===== src/core/i2c_flags_pkg.sv =====
// Constants shared by the interrupt status flag logic.
package i2c_flags_pkg;
  localparam int STAT_W = 16;
  localparam int DATA_W = 8;
  localparam int FIFO_DEPTH = 32;
  localparam int LVL_W = 6;
  localparam int CAUSE_W = 16;
  localparam int ACTIVITY_BIT = 8;
  localparam int TX_DONE_BIT = 7;
  localparam int ABORT_BIT = 6;
  localparam int READ_REQ_BIT = 5;
  localparam int TX_EMPTY_BIT = 4;
  localparam logic [STAT_W-1:0] STATUS_RESET = 16'h0000;
  localparam logic [CAUSE_W-1:0] CAUSE_RESET = 16'h0000;
  localparam logic [LVL_W-1:0] LEVEL_RESET = 6'h00;
  localparam logic [LVL_W-1:0] LEVEL_FULL = 6'h20;
endpackage : i2c_flags_pkg


===== src/core/i2c_interrupt_status_flags.sv =====
// Transmit FIFO and the five interrupt status flags of the two-wire controller.
//
// Summary of operation
// Activity flag clears on reading activity clear, combined clear, or reset.
// Disabling the controller also clears the activity flag at bit 8.
// Activity flag stays set after idle until a clearing method acts.
// Slave transmitter sets bit 7 when the master does not acknowledge.
// Transmit abort sets bit 6 when transmit FIFO contents cannot complete.
// Cause of each abort is recorded in a readable abort cause register.
// While abort is set the FIFO stays flushed until abort clear is read.
// A remote master reading this slave sets the read request flag, bit 5.
// Serial clock is held low until the read request is serviced.
// Host answers a read request by writing the byte to the data register.
// Read request flag drops right after its clear register is read.
// Transmit empty flag, bit 4, is set while level is at or below threshold.
// Transmit empty clears by itself once level rises above the threshold.
// Disabled: FIFO flushed; transmit empty follows bus activity.
// Each mask bit gates its flag into the status view.
// Status is read only and every flag reads zero after reset.
////////////////////////////////////////////////////////////////////////////////
module tx_fifo #(
  parameter int WIDTH = 8,
  parameter int DEPTH = 32,
  parameter int LW = 6
) (
  input wire logic mclk,
  input wire logic rst_b,
  input wire logic flush,
  input wire logic in_valid,
  output logic in_ready,
  input wire logic [WIDTH-1:0] in_data,
  output logic out_valid,
  input wire logic out_ready,
  output logic [WIDTH-1:0] out_data,
  output logic [LW-1:0] level
);
  localparam int AW = $clog2(DEPTH);
  logic [WIDTH-1:0] mem [DEPTH];
  logic [AW-1:0] wr_ptr;
  logic [AW-1:0] rd_ptr;
  logic push;
  logic pop;
  logic [LW-1:0] next_level;

  // Writes and reads are dropped while the FIFO is being flushed.
  assign push = in_valid & in_ready & ~flush;
  assign pop = out_valid & out_ready & ~flush;
  assign out_data = mem[rd_ptr];

  // Next fill level; a flush empties the FIFO at once.
  always_comb begin
    next_level = level;
    if (flush) begin
      next_level = '0;
    end else if (push & ~pop) begin
      next_level = level + LW'(1);
    end else if (pop & ~push) begin
      next_level = level - LW'(1);
    end
  end

  // Pointers, level and registered handshake flags.
  always_ff @(posedge mclk) begin
    if (!rst_b || flush) begin
      wr_ptr <= '0;
      rd_ptr <= '0;
      level <= '0;
      in_ready <= 1'b0;
      out_valid <= 1'b0;
    end else begin
      if (push) begin
        wr_ptr <= wr_ptr + AW'(1);
      end
      if (pop) begin
        rd_ptr <= rd_ptr + AW'(1);
      end
      level <= next_level;
      in_ready <= next_level != LW'(DEPTH);
      out_valid <= next_level != '0;
    end
  end

  // Storage array.
  always_ff @(posedge mclk) begin
    if (push) begin
      mem[wr_ptr] <= in_data;
    end
  end
endmodule : tx_fifo
////////////////////////////////////////////////////////////////////////////////
module i2c_interrupt_status_flags (
  input wire logic mclk,
  input wire logic rst_b,
  input wire logic controller_enabled,
  input wire logic [i2c_flags_pkg::STAT_W-1:0] intr_mask,
  input wire logic [i2c_flags_pkg::LVL_W-1:0] tx_threshold_reg,
  input wire logic activity_clear_reg_rd,
  input wire logic combined_interrupt_clear_reg_rd,
  input wire logic abort_clear_reg_rd,
  input wire logic read_request_clear_reg_rd,
  input wire logic bus_active,
  input wire logic slave_tx_nack,
  input wire logic abort_event,
  input wire logic [i2c_flags_pkg::CAUSE_W-1:0] abort_cause_in,
  input wire logic read_request_event,
  input wire logic data_cmd_valid,
  output logic data_cmd_ready,
  input wire logic [i2c_flags_pkg::DATA_W-1:0] data_cmd_byte,
  output logic tx_byte_valid,
  input wire logic tx_byte_ready,
  output logic [i2c_flags_pkg::DATA_W-1:0] tx_byte,
  output logic [i2c_flags_pkg::LVL_W-1:0] tx_fifo_level,
  input wire logic scl_in,
  output logic scl_out,
  output logic scl_oe,
  output logic [i2c_flags_pkg::STAT_W-1:0] interrupt_status,
  output logic [i2c_flags_pkg::CAUSE_W-1:0] abort_cause_reg
);
  import i2c_flags_pkg::*;
  logic activity_flag;
  logic tx_done_flag;
  logic transmit_abort_flag;
  logic read_request_flag;
  logic tx_empty_flag;
  logic stretch_pend;
  logic scl_meta;
  logic scl_sync;
  logic fifo_flush;

  // Set wins over clear so an event in the clearing cycle is kept.
  function automatic logic sticky(input logic cur, input logic set, input logic clr);
    return set | (cur & ~clr);
  endfunction : sticky
  // Disabled controller or a pending abort keeps the FIFO flushed.
  assign fifo_flush = transmit_abort_flag | ~controller_enabled;

  tx_fifo #(.WIDTH(DATA_W), .DEPTH(FIFO_DEPTH), .LW(LVL_W)) u_fifo (
    .mclk(mclk),
    .rst_b(rst_b),
    .flush(fifo_flush),
    .in_valid(data_cmd_valid),
    .in_ready(data_cmd_ready),
    .in_data(data_cmd_byte),
    .out_valid(tx_byte_valid),
    .out_ready(tx_byte_ready),
    .out_data(tx_byte),
    .level(tx_fifo_level)
  );

  // Two-flop synchroniser for the serial clock pin.
  always_ff @(posedge mclk) begin
    if (!rst_b) begin
      scl_meta <= 1'b1;
      scl_sync <= 1'b1;
    end else begin
      scl_meta <= scl_in;
      scl_sync <= scl_meta;
    end
  end

  // Sticky activity flag with its four ways of clearing.
  always_ff @(posedge mclk) begin
    if (!rst_b) begin
      activity_flag <= 1'b0;
    end else begin
      activity_flag <= sticky(activity_flag, bus_active, activity_clear_reg_rd
        | combined_interrupt_clear_reg_rd | ~controller_enabled);
    end
  end

  // Slave transmit done on a missing acknowledge.
  always_ff @(posedge mclk) begin
    if (!rst_b) begin
      tx_done_flag <= 1'b0;
    end else begin
      tx_done_flag <= sticky(tx_done_flag, slave_tx_nack, combined_interrupt_clear_reg_rd);
    end
  end

  // Transmit abort flag and its accumulated cause.
  always_ff @(posedge mclk) begin
    if (!rst_b) begin
      transmit_abort_flag <= 1'b0;
      abort_cause_reg <= CAUSE_RESET;
    end else begin
      transmit_abort_flag <= sticky(transmit_abort_flag, abort_event,
        abort_clear_reg_rd | combined_interrupt_clear_reg_rd);
      if (abort_event) begin
        abort_cause_reg <= abort_cause_in | (transmit_abort_flag ? abort_cause_reg : '0);
      end else if (abort_clear_reg_rd | combined_interrupt_clear_reg_rd) begin
        abort_cause_reg <= CAUSE_RESET;
      end
    end
  end

  // Read request flag.
  always_ff @(posedge mclk) begin
    if (!rst_b) begin
      read_request_flag <= 1'b0;
    end else begin
      read_request_flag <= sticky(read_request_flag, read_request_event,
        read_request_clear_reg_rd | combined_interrupt_clear_reg_rd);
    end
  end

  // Clock stretch: hold SCL low from its low phase until a byte is written.
  always_ff @(posedge mclk) begin
    if (!rst_b) begin
      stretch_pend <= 1'b0;
      scl_oe <= 1'b0;
      scl_out <= 1'b0;
    end else begin
      scl_out <= 1'b0;
      if (read_request_event) begin
        stretch_pend <= 1'b1;
      end else if (tx_fifo_level != '0 || !controller_enabled) begin
        stretch_pend <= 1'b0;
      end
      if (stretch_pend && tx_fifo_level == '0 && controller_enabled) begin
        scl_oe <= scl_oe | ~scl_sync;
      end else begin
        scl_oe <= 1'b0;
      end
    end
  end

  // Level-driven transmit empty flag, no software clear.
  always_ff @(posedge mclk) begin
    if (!rst_b) begin
      tx_empty_flag <= 1'b0;
    end else if (!controller_enabled) begin
      tx_empty_flag <= bus_active;
    end else begin
      tx_empty_flag <= tx_fifo_level <= tx_threshold_reg;
    end
  end

  // Masked, read-only status view; unlisted bits read zero.
  always_ff @(posedge mclk) begin
    if (!rst_b) begin
      interrupt_status <= STATUS_RESET;
    end else begin
      interrupt_status <= STATUS_RESET;
      interrupt_status[ACTIVITY_BIT] <= activity_flag & intr_mask[ACTIVITY_BIT];
      interrupt_status[TX_DONE_BIT] <= tx_done_flag & intr_mask[TX_DONE_BIT];
      interrupt_status[ABORT_BIT] <= transmit_abort_flag & intr_mask[ABORT_BIT];
      interrupt_status[READ_REQ_BIT] <= read_request_flag & intr_mask[READ_REQ_BIT];
      interrupt_status[TX_EMPTY_BIT] <= tx_empty_flag & intr_mask[TX_EMPTY_BIT];
    end
  end

  AST_ACT_CLR: assert property (@(posedge mclk) disable iff (!rst_b)
    (activity_clear_reg_rd | combined_interrupt_clear_reg_rd) && !bus_active |=> !activity_flag)
    else $error("activity flag not cleared by read");
  AST_ACT_DIS: assert property (@(posedge mclk) disable iff (!rst_b)
    !controller_enabled && !bus_active |=> !activity_flag)
    else $error("activity flag not cleared by disable");
  AST_ACT_HOLD: assert property (@(posedge mclk) disable iff (!rst_b)
    activity_flag && controller_enabled && !activity_clear_reg_rd
      && !combined_interrupt_clear_reg_rd |=> activity_flag)
    else $error("activity flag dropped without a clear");
  AST_DONE: assert property (@(posedge mclk) disable iff (!rst_b)
    slave_tx_nack |=> tx_done_flag ##1 interrupt_status[TX_DONE_BIT] == $past(intr_mask[TX_DONE_BIT]))
    else $error("transmit done not set on nack");
  AST_ABORT: assert property (@(posedge mclk) disable iff (!rst_b)
    abort_event |=> transmit_abort_flag)
    else $error("abort flag not set");
  AST_CAUSE: assert property (@(posedge mclk) disable iff (!rst_b)
    abort_event |=> (abort_cause_reg & $past(abort_cause_in)) == $past(abort_cause_in))
    else $error("abort cause not recorded");
  AST_FLUSH: assert property (@(posedge mclk) disable iff (!rst_b)
    transmit_abort_flag |=> tx_fifo_level == '0 && !tx_byte_valid)
    else $error("fifo not flushed during abort");
  AST_RDREQ: assert property (@(posedge mclk) disable iff (!rst_b)
    read_request_event |=> read_request_flag)
    else $error("read request flag not set");
  AST_STRETCH: assert property (@(posedge mclk) disable iff (!rst_b)
    stretch_pend && tx_fifo_level == '0 && controller_enabled && !scl_sync
      && !read_request_event ##1 tx_fifo_level == '0 && controller_enabled |=> scl_oe)
    else $error("serial clock not held low");
  AST_RDCLR: assert property (@(posedge mclk) disable iff (!rst_b)
    read_request_clear_reg_rd && !read_request_event |=> !read_request_flag)
    else $error("read request flag not cleared");
  AST_TXE: assert property (@(posedge mclk) disable iff (!rst_b)
    controller_enabled && tx_fifo_level <= tx_threshold_reg |=> tx_empty_flag)
    else $error("transmit empty not set");
  AST_TXE_CLR: assert property (@(posedge mclk) disable iff (!rst_b)
    controller_enabled && tx_fifo_level > tx_threshold_reg |=> !tx_empty_flag)
    else $error("transmit empty not cleared");
  AST_TXE_DIS: assert property (@(posedge mclk) disable iff (!rst_b)
    !controller_enabled |=> tx_empty_flag == $past(bus_active) && tx_fifo_level == '0)
    else $error("disabled transmit empty wrong");
  AST_MASK: assert property (@(posedge mclk) disable iff (!rst_b)
    1'b1 |=> interrupt_status[ABORT_BIT] == $past(transmit_abort_flag & intr_mask[ABORT_BIT]))
    else $error("mask does not gate status");
  AST_RESV: assert property (@(posedge mclk) disable iff (!rst_b)
    interrupt_status[15:9] == '0 && interrupt_status[3:0] == '0)
    else $error("unused status bits not zero");
endmodule : i2c_interrupt_status_flags


===== config.mk =====
export PLATFORM = sky130hd
export DESIGN_NAME = i2c_interrupt_status_flags
export DESIGN_NICKNAME = d
export VERILOG_FILES = /design/src/core/i2c_flags_pkg.sv /design/src/core/i2c_interrupt_status_flags.sv
export SDC_FILE = /design/constraint.sdc
export NUM_CORES = 1
export LEC_CHECK = 0
export ABC_AREA = 1
export BUFFER_PORTS_ARGS = -buffer_cell sky130_fd_sc_hd__clkbuf_2
export CAP_MARGIN = 5
export CORE_MARGIN = 5
export CORE_UTILIZATION = 51
export CTS_CLUSTER_DIAMETER = 150
export DETAILED_ROUTE_END_ITERATION = 12
export PLACE_DENSITY = 0.66
export SETUP_SLACK_MARGIN = 0.4
export SYNTH_ARGS = -nofsm -noshare
export SYNTH_HDL_FRONTEND = slang
export SYNTH_SLANG_ARGS = --single-unit

===== constraint.sdc =====
create_clock -name mclk -period 2.1 [get_ports mclk]
set_input_delay 0.105 -clock mclk [delete_from_list [all_inputs] [get_ports mclk]]
set_output_delay 0.105 -clock mclk [all_outputs]
set_load 0.02 [all_outputs]

==> summary.md, run 1 <==
| Metric | Value |
|---|---|
| RSZ-0062 raised after global routing | true |
| Fillers | 1797 |
| CTS tree | yes |
| DP HPWL | between 15 and 20 mm |
| Die span in x | 168.3 microns |
| Die ar. | between 20000 and 30000 sq um |
| Endpoints failing setup | 8 |
| GRT Total Usage | between 20% and 30% |
| FF-to-FF path depth | 6 |
| Sw Pwr | between 2 and 3 mW |
| Die height | 168.3 microns |
| Combinational power share | 3.5% |
| Sw frac | 20.52% |
| Antenna Cells | 0 |
| Post-synthesis sequential area ratio | 68.49% |
| Placed insts | 1482 |
| Hold_sp | tx_byte_ready |
| Number of flops mapped to enable cells by yosys | about 260 |
| Buffers on Ports | 86 |
| Clock latency on the worst-skew pair | 0.55 ns |
| Worst setup SP type | register |
| Hold Path End | u_fifo.rd_ptr[0] |
| Crit. End Element | primary output |
| Crit Path Class | reg -> out |
| Final ANT Viol Nets | 0 |
| Most numerous cell in the Yosys netlist | edfxtp_1 |
| Peak VDD IR | 0.0005379 V |
| Worst-path clk slew | 0.06 ns |
| Number of H-tree levels | 1 |
| Largest register FFs | 256 |
| CTS Buffer Depth | 3 |
| Relative slew slack | 48.43% |
| Initial antenna violation count | 0 |
| Pre-Repair DR Iteration Count | 5 |
| Initial DRC Count | 982 |
| Fin cells | 1615 |
| Status | complete, but fails checks |
| Period utilization | 114.7% |
| Register area | 8766 sq um |
| Critical path peak fanout | 6 |
| Power Total | roughly 12 mW |
| Initial core utilization | 51.32% |
| Crit path DAT | 2.30 ns |
| DR vias/cell | 5.684 |
| Mapped Cells | 1073 |
| Core Footprint | 24890 sq um |
| YS warnings | 0 |
| Final setup margin | -0.3096 ns |
| # clock sinks | 309 |
| Synth cell types | 36 |
| Min Hold Slack | 0.006513 ns |
| Worst R2R Setup Slack | 0.47 ns |
| Mapped Area | 12770 sq um |
| Final max-slew violation count | 0 |
| Tmin final | approximately 2.4 ns |
| Vias in the first global route | 8737 |
| Ports | 110 |
| Util after Layout | 65.14% |
| Avg Cell Area, Syn | 11.90 sq um |
| Share of layout cells above drive strength 1 | 24.44% |
| Start of the worst register-to-register path | transmit_abort_flag |
| Max-cap violations | 0 |
| Overflow after GRT | 0 |
| Failing checks | negative setup slack |
| Area of the multi-input gates | about 3800 sq um |
| Routed wire length | 33.96 mm |
| Pin count of the biggest net entering global routing | 33 |
| Async SR Flop Fraction | 0% |
| Data required time of the critical path | 2.00 ns |
| Pre-CTS setup slack | 0.1780 ns |
| Synth top area cells | edfxtp_1 60%, dfxtp_1 8.3%, nor2_1 5.7% |
| # nets final | about 1300 |
| Max Clock Freq | 0.4150 GHz |
| CTS buffer count | 31 |
| Root buffer cell | clkbuf_16 |
| Reg2Reg Capture Point | u_fifo.mem[25][7] |
| Routed vias | ~9200 |
| Hold Crit Class | in -> reg |
| Site Rows | 58 |
| Worst slew pin tran | 0.7735 ns |
| Worst hold path cell count | 4 |
| Sequential fraction of design power | ~55% |
| Clock power frac | 42.0% |
| P_leak | 5.909 nW |
| Clock skew | about 0.011 ns |
| Routability Congestion | between 0.8 and 0.9 |
| Residual DRC | 0 |
| Most common library cells after synthesis | 256 x edfxtp_1, 194 x nor2_1, 101 x nand2_1 |
| FF+latch count, synth | 309 |
| Internal Pwr Total | 9.731 mW |
| Hold Violations, Final | 0 |
| WL/cell | 21.03 microns |
| Layout Area Growth over Synthesis | 26.93% |
| Post-synth top flop | edfxtp_1 |
| Top cell type's share of synthesized area | approximately 60% |
| First-pass GRT wire length | 48.99 mm |
| Power Density | 755.1 nW/um^2 |
| Synth area leader | edfxtp_1 |
power by group through the flow:
| stage | Sequential, mW | Clock, mW | Combinational [mW] |
|---|---|---|---|
| after floorplan | 6.84 | 0 | 0.153 |
| after global placement | 6.81 | 0 | 0.340 |
| after detailed placement | 6.81 | 0 | 0.348 |
| after CTS | 6.68 | 5.17 | 0.409 |
| after global routing | 6.68 | 5.45 | 0.463 |
| final | 6.68 | 5.14 | 0.428 |
cell type report:
type	instances	share of cell area, %
clock inverter	11	0.5016
tap	330	2.547
sequential	309	54.07
timing repair buffer	216	12.94
inverter	48	1.188
clock buffer	47	5.279
multi-input combinational	654	23.48
how the worst max path moves through the flow:
stage                    startpoint          endpoint  slack [ns]
floorplan           u_fifo.in_ready  u_fifo.mem[0][0]        0.35
global placement           register        tx_byte[1]        0.19
detailed placement         register        tx_byte[5]        0.18
CTS                        register        tx_byte[6]       -0.24
global route               register        tx_byte[3]       -0.38
finish                     register        tx_byte[0]       -0.31
routing by layer:
| metal | GRT usage, % | vias to the layer above | routed length [microns] |
|---|---|---|---|
| li1 | - | 4254 | - |
| met1 | 31.24 | 4463 | 13850 |
| met2 | 36.60 | 415 | 16830 |
| met3 | 2.724 | 47 | 2760 |
| met4 | 4.587 | 0 | 523 |
| met5 | 0 | - | 0 |
kinds of logic (layout without fill, tap and decap cells):
family	Yosys count	count (layout)	share of synthesized area, %
AND/OR/NAND/NOR	381	381	12.54
XOR/XNOR	3	3	0.2057
flip-flops	309	309	68.49
buffers and inverters	121	322	4.565
other	1	12	0.02936
adder cells (fa/ha/maj)	14	14	1.371
AO/OA/AOI/OAI	244	244	12.80
what timing repair did:
action	in CTS	in global routing
endpoints found under the setup margin	207	179
endpoints found under the hold margin	32	0
gates resized for setup	66	88
gates cloned	5	13
pin swaps	14	82
hold buffers	33	0
buffers inserted	11	13
stage by stage:
| step | cell area (sq um) | setup TNS, ns |
|---|---|---|
| after floorplan | 12820 | 0 |
| after global placement | 13760 | 0 |
| after detailed placement | 13760 | 0 |
| after CTS | 15530 | -1.787 |
| after global routing | 16210 | -2.411 |
| final | 16210 | -1.934 |
worst max-delay path: stages (launching register included):
cell	delay (ns)
dfxtp_4	0.45
buf_12	0.17
buf_12	0.13
clkbuf_16	0.16
o21ai_2	0.07
o221ai_2	0.23
nand3_1	0.10
nand2_1	0.14
nand2_1	0.08
nand2_2	0.11
buf_8	0.11
cell usage in the layout, fill, tap and decap left out, types with 13 or more instances in the layout:
cell and instances:
inv_1 42, o221ai_1 39, clkbuf_1 14, dlygate4sd3_1 33, nor2_1 183, clkbuf_2 78, nand3_1 64, nand2_1 85
a21oi_1 16, nand2_2 16, buf_4 57, ha_1 13, o21ai_1 20, dfxtp_1 47, clkbuf_16 42, o21ai_0 61
o21bai_1 63, edfxtp_1 256, o221ai_2 25
Note: power is estimated with default switching activity, not from simulation.
==> inputs of run 2 (changes only) <==
- ABC_AREA: 1 -> not set
- CORE_ASPECT_RATIO: not set -> 1.75
- PLACE_DENSITY: 0.66 -> not set
- PLACE_DENSITY_LB_ADDON: not set -> 0.2
==> run 2 against run 1 <==
The run still ends with negative setup slack left. Hold slack improved by 0.013 ns. Worst setup slack got worse by 0.41 ns. Synthesized cell count decreased by 40%. Fmax shrank 15%. Flip-flop and latch count stayed put. Highest routed layer unchanged.
==> summary.md, run 2 <==
| Metric | Value |
|---|---|
| Root buffer cell | clkbuf_16 |
| Cell area after placement | 13260 sq um |
| Sequential fraction of design power | 56.2% |
| Vias in the first global route | 7063 |
| Final ANT Viol Nets | 0 |
| Pin count of the biggest net entering global routing | 33 |
| FF-to-FF path depth | 5 |
| Final setup margin | -0.7206 ns |
| Post-synth top flop | edfxtp_1 |
| FF+latch count, synth | 309 |
| Share of layout cells above drive strength 1 | 38.67% |
| Slowest stage delay, CP | 0.51 ns |
| Most common library cells after synthesis | 256 x edfxtp_1, 80 x mux4_2, 62 x nor2_1 |
| Site Rows | 74 |
| Synth top area cells | edfxtp_1 63%, mux4_2 15%, dfxtp_1 8.8% |
| Overflow after GRT | 0 |
| Power Density | 786.4 nW/um^2 |
| Crit path DAT | 2.72 ns |
| Cell Chain, Critical Path | buf_6 -> clkbuf_16 -> mux4_2 -> mux4_2 -> mux2_4 -> clkbuf_2 |
| Max-cap violations | 0 |
| Largest register FFs | 256 |
| DR vias/cell | 5.636 |
| Sw Pwr | 2.403 mW |
| Power Total | about 12 mW |
| WL/cell | between 20 and 25 microns |
| Initial antenna violation count | 0 |
| Die span in x | 126.5 microns |
| Worst-path clk slew | 0.07 ns |
| RSZ-0062 raised after global routing | true |
| Reg2Reg Capture Point | u_fifo.out_valid |
| Peak VDD IR | 0.0006487 V |
| Status | complete, but fails checks |
| Data required time of the critical path | around 2.0 ns |
| CTS Buffer Depth | 3 |
| Most common cell after layout, fill and taps aside | edfxtp_1 |
| DP HPWL | around 18 mm |
| Hold_sp | data_cmd_valid |
| Die height | about 210 microns |
| YS warnings | 0 |
| Failing checks | negative setup slack |
| Critical path peak fanout | 6 |
| Tmin final | 2.821 ns |
| Endpoints failing setup | 8 |
| Family with the most delay on the worst path | multiplexers |
| Start of the worst register-to-register path | transmit_abort_flag |
| Buffers on Ports | 86 |
| Worst hold path cell count | 4 |
| Antenna Cells | 0 |
| Relative slew slack | about half |
| Hold Crit Class | in -> reg |
| CP dominant cell by count | mux4_2 |
| Crit Path Class | reg -> out |
| Worst setup SP type | register |
| Core Footprint | 23430 sq um |
| Sw frac | 20.23% |
| Internal Pwr Total | 9.475 mW |
| Most frequent cells in the layout | 256 x edfxtp_1, 84 x clkbuf_2, 80 x mux4_2, 46 x dfxtp_1, 41 x dlygate4sd3_1 |
| Number of flops mapped to enable cells by yosys | 256 |
| CTS tree | yes |
| Routed vias | 6465 |
| CTS buffer count | 26 |
| Ports | 110 |
| Slowest stage cell, crit path | mux4_2 |
| Top cell type's share of synthesized area | between 60% and 70% |
| Buffer and inverter count on the worst path | 3 |
| Worst slew pin tran | 0.7379 ns |
| Avg Cell Area, Syn | 18.71 sq um |
| Hold Violations, Final | 0 |
| Most numerous cell in the Yosys netlist | edfxtp_1 |
| Clock latency on the worst-skew pair | 0.54 ns |
| # nets final | 897 |
| First-pass GRT wire length | 42.07 mm |
| Clock skew | between 0.02 and 0.03 ns |
| Pre-Repair DR Iteration Count | 4 |
| Routability Congestion | 0.8443 |
| Initial core utilization | 51.68% |
| Mapped Cells | 647 |
| Die ar. | 27040 sq um |
| Routed wire length | 27.58 mm |
| Max Clock Freq | 0.3545 GHz |
| Worst R2R Setup Slack | 0.41 ns |
| Post-layout instance area | around 15000 sq um |
| GRT Total Usage | 20.76% |
| Synth cell types | 38 |
| Layout Area Growth over Synthesis | 24.77% |
| Synth area leader | edfxtp_1 |
| Clock power frac | 40.5% |
| Final max-slew violation count | 0 |
| Residual DRC | 0 |
| Combinational power share | 3.3% |
| Number of H-tree levels | 1 |
| P_leak | 5.113 nW |
| # clock sinks | 309 |
| Initial DRC Count | roughly 510 |
| Crit. End Element | primary output |
| Mapped Area | 12110 sq um |
| Post-synthesis sequential area ratio | between 70% and 80% |
| Period utilization | 134.3% |
| Async SR Flop Fraction | 0% |
| Hold Path End | u_fifo.wr_ptr[1] |
==> run 2: worst max-delay path by stage <==
stage / to / slack, ns / depth (start not counted)
after detailed placement: tx_byte[5] / -0.22 / 5
after CTS: tx_byte[6] / -0.78 / 6
after global placement: tx_byte[6] / -0.18 / 5
final: tx_byte[1] / -0.72 / 6
after floorplan: tx_byte[0] / 0.12 / 5
after global routing: tx_byte[2] / -0.79 / 5
==> run 2: stage by stage <==
stage	utilization [%]	setup WS, ns	std cells	setup TNS [ns]	hold slack, ns
floorplan	-	0.1230	658	0	0.2039
global placement	56.61	-0.1846	1031	-1.316	0.2916
detailed placement	56.61	-0.2153	1031	-1.396	0.2948
CTS	63.62	-0.7805	1140	-6.102	0.05636
global route	64.49	-0.7897	1147	-6.182	0.02327
finish	64.49	-0.7206	1147	-5.677	0.01902
==> run 2: final cells by class <==
type | count | area (sq um)
Sequential cell | 309 | 8767
Fill cell | 1623 | 8319
Multi-Input combinational cell | 294 | 3402
Timing Repair Buffer | 179 | 1640
Clock buffer | 33 | 749.5
Tap cell | 304 | 380.4
Clock inverter | 15 | 117.6
Inverter | 13 | 48.80
==> run 2: per-layer routing <==
layer  share of wire, %  track usage, %
met1                 37           24.44
met2                 56           39.48
met3                4.4           2.517
met4                2.5           6.442
met5                  0               0
==> run 2: logic make-up after synthesis <==
group	share of synthesized area (%)
buf+inv	2.336
mux	15.63
other cells	0.03097
xor+xnor	0.9405
simple gates	4.992
fa+ha+maj	1.447
flops	72.26
compound gates	2.367
==> run 2: power groups by stage <==
stage | clock [mW] | combinational [mW] | sequential, mW
detailed placement | 0 | 0.325 | 6.81
global placement | 0 | 0.311 | 6.81
global route | 5.19 | 0.429 | 6.67
CTS | 4.92 | 0.387 | 6.67
floorplan | 0 | 0.138 | 6.83
finish | 4.81 | 0.397 | 6.67
==> run 2: repair_timing <==
action / 4_1_cts / 5_1_grt
cloned: 1 / 2
setup endpoints to repair: 266 / 170
setup buffers: 19 / 5
hold buffers: 41 / 0
pin swaps: 15 / 8
hold endpoints to repair: 29 / 0
resized for setup: 14 / 25
==> run 2: worst register-to-register path, stage by stage, from the launching register on <==
cell and delay, ns:
dfxtp_4 0.36, and4b_4 0.46, nand4_1 0.12, o21a_1 0.26
xor2_2 0.17, a41oi_1 0.23
==> inputs of run 3 (changes only) <==
- SKIP_CTS_REPAIR_TIMING: not set -> 1
==> run 3 against run 2 <==
The run still ends with negative setup slack left. Sequential share of layout area fell by 0.21 points. Fmax down 0.89%. Count of clock-buffer cells in the layout unchanged. First-iteration DRC count down 6.3%. Flip-flop and latch count did not move. Global-route usage fell by 0.89 points. Critical path type unchanged.
==> summary.md, run 3 (synthesis results as in run 2) <==
| Metric | Value |
|---|---|
| Routed vias | 6554 |
| Residual DRC | 0 |
| Setup TNS | -5.792 ns |
| Failing checks | negative setup slack |
| DR vias/cell | about 5.7 |
| Power Total | 11.90 mW |
| Status | complete, but fails checks |
| Worst-path clk slew | 0.07 ns |
| Routed wire length | 28.08 mm |
| Post-layout instance area | 15160 sq um |
| Critical path peak fanout | 7 |
| Worst setup SP type | register |
| Power Density | 784.9 nW/um^2 |
| Buffers on Ports | 86 |
| CTS Buffer Depth | 3 |
| Max Clock Freq | ~0.35 GHz |
| Crit path DAT | 2.74 ns |
| # nets final | 895 |
| Root buffer cell | clkbuf_16 |
| Initial DRC Count | 476 |
| First-pass GRT wire length | roughly 40 mm |
| Period utilization | 135.5% |
| Fin cells | 1145 |
| Share of layout cells above drive strength 1 | 39.12% |
| CTS tree | yes |
| Die span in x | 126.5 microns |
| Final ANT Viol Nets | 0 |
| Hold Crit Class | in -> reg |
| Site Rows | between 70 and 80 |
| Placed insts | approximately 1000 |
| WL/cell | 24.52 microns |
| Pre-CTS setup slack | -0.2153 ns |
| Fillers | 1621 |
| Die ar. | 27040 sq um |
| Most frequent cells in the layout | 256 x edfxtp_1, 80 x mux4_2, 79 x clkbuf_2, 46 x dfxtp_1, 37 x dlygate4sd3_1 |
| Initial antenna violation count | 0 |
| Register area | a little under 9000 sq um |
| Most common cell after layout, fill and taps aside | edfxtp_1 |
| Crit. End Element | primary output |
| Endpoints failing setup | 8 |
| Max-cap violations | 0 |
| Area of the multi-input gates | 3408 sq um |
| Util after Layout | 64.72% |
| # clock sinks | 309 |
| Worst slew pin tran | 0.7197 ns |
| DP HPWL | 17.90 mm |
| Final max-slew violation count | 0 |
| Crit Path Class | reg -> out |
| Overflow after GRT | 0 |
| Tmin final | between 2 and 3 ns |
| Clock skew | 0.02383 ns |
| Final setup margin | -0.7460 ns |
| Hold Violations, Final | 0 |
| Ports | 110 |
| Antenna Cells | 0 |
| RSZ-0062 raised after global routing | true |
| Min Hold Slack | roughly 0.022 ns |
| Initial core utilization | between 50% and 60% |
| Data required time of the critical path | 2.00 ns |
| Peak VDD IR | 0.0006510 V |
| Clock latency on the worst-skew pair | 0.54 ns |
| Relative slew slack | a little over half |
| Largest register FFs | 256 |
| Cell area after placement | 13260 sq um |
| Vias in the first global route | a little under 7000 |
| Die height | about 210 microns |
| GRT Total Usage | roughly a fifth |
| Number of H-tree levels | 1 |
| Routability Congestion | 0.8443 |
| Pre-Repair DR Iteration Count | 5 |
| CTS buffer count | 26 |
| Core Footprint | 23430 sq um |
| P_leak | 5.129 nW |
| Layout Area Growth over Synthesis | 25.22% |
| Pin count of the biggest net entering global routing | 33 |
run 3: cell types whose count changed in the layout (fill, tap and decap cells not counted), moves of 2 or more:
cell           change
clkbuf_2           -5
and2_2             +2
and2_4             -2
buf_4              -2
buf_6              +6
dlygate4sd3_1      -4
run 3: worst paths after layout:
path                                          start              end  slack [ns]  cells after the start
worst max register to register  transmit_abort_flag  u_fifo.in_ready        0.39                      6
worst min register to register             scl_meta         scl_sync        0.41                      1
worst min-delay path             controller_enabled    tx_empty_flag        0.02                      4
worst max-delay path                       register       tx_byte[5]       -0.75                      6
run 3: routing by layer:
layer	global-route usage (%)	wire [microns]
met2	37.23	15970
met4	6.405	663
met5	0	0
met1	23.65	10270
met3	2.617	1174
run 3: where the power goes:
group          leakage, nW  switching [mW]  internal [mW]
clock                0.417            2.16           2.67
combinational         1.97           0.244          0.157
sequential            2.74          0.0193           6.65
run 3: area by class of cell:
class                           count  share of cell area, %
Sequential cell                   309                  57.83
Clock buffer                       33                  4.944
Clock inverter                     15                 0.7758
Timing Repair Buffer              177                  11.13
Multi-Input combinational cell    294                  22.48
Tap cell                          304                  2.509
Inverter                           13                 0.3219
run 3: critical path: stages (launching register included):
cell	delay (ns)
dfxtp_4	0.41
buf_12	0.13
buf_16	0.14
mux4_2	0.54
mux4_2	0.53
mux2_4	0.31
buf_6	0.13
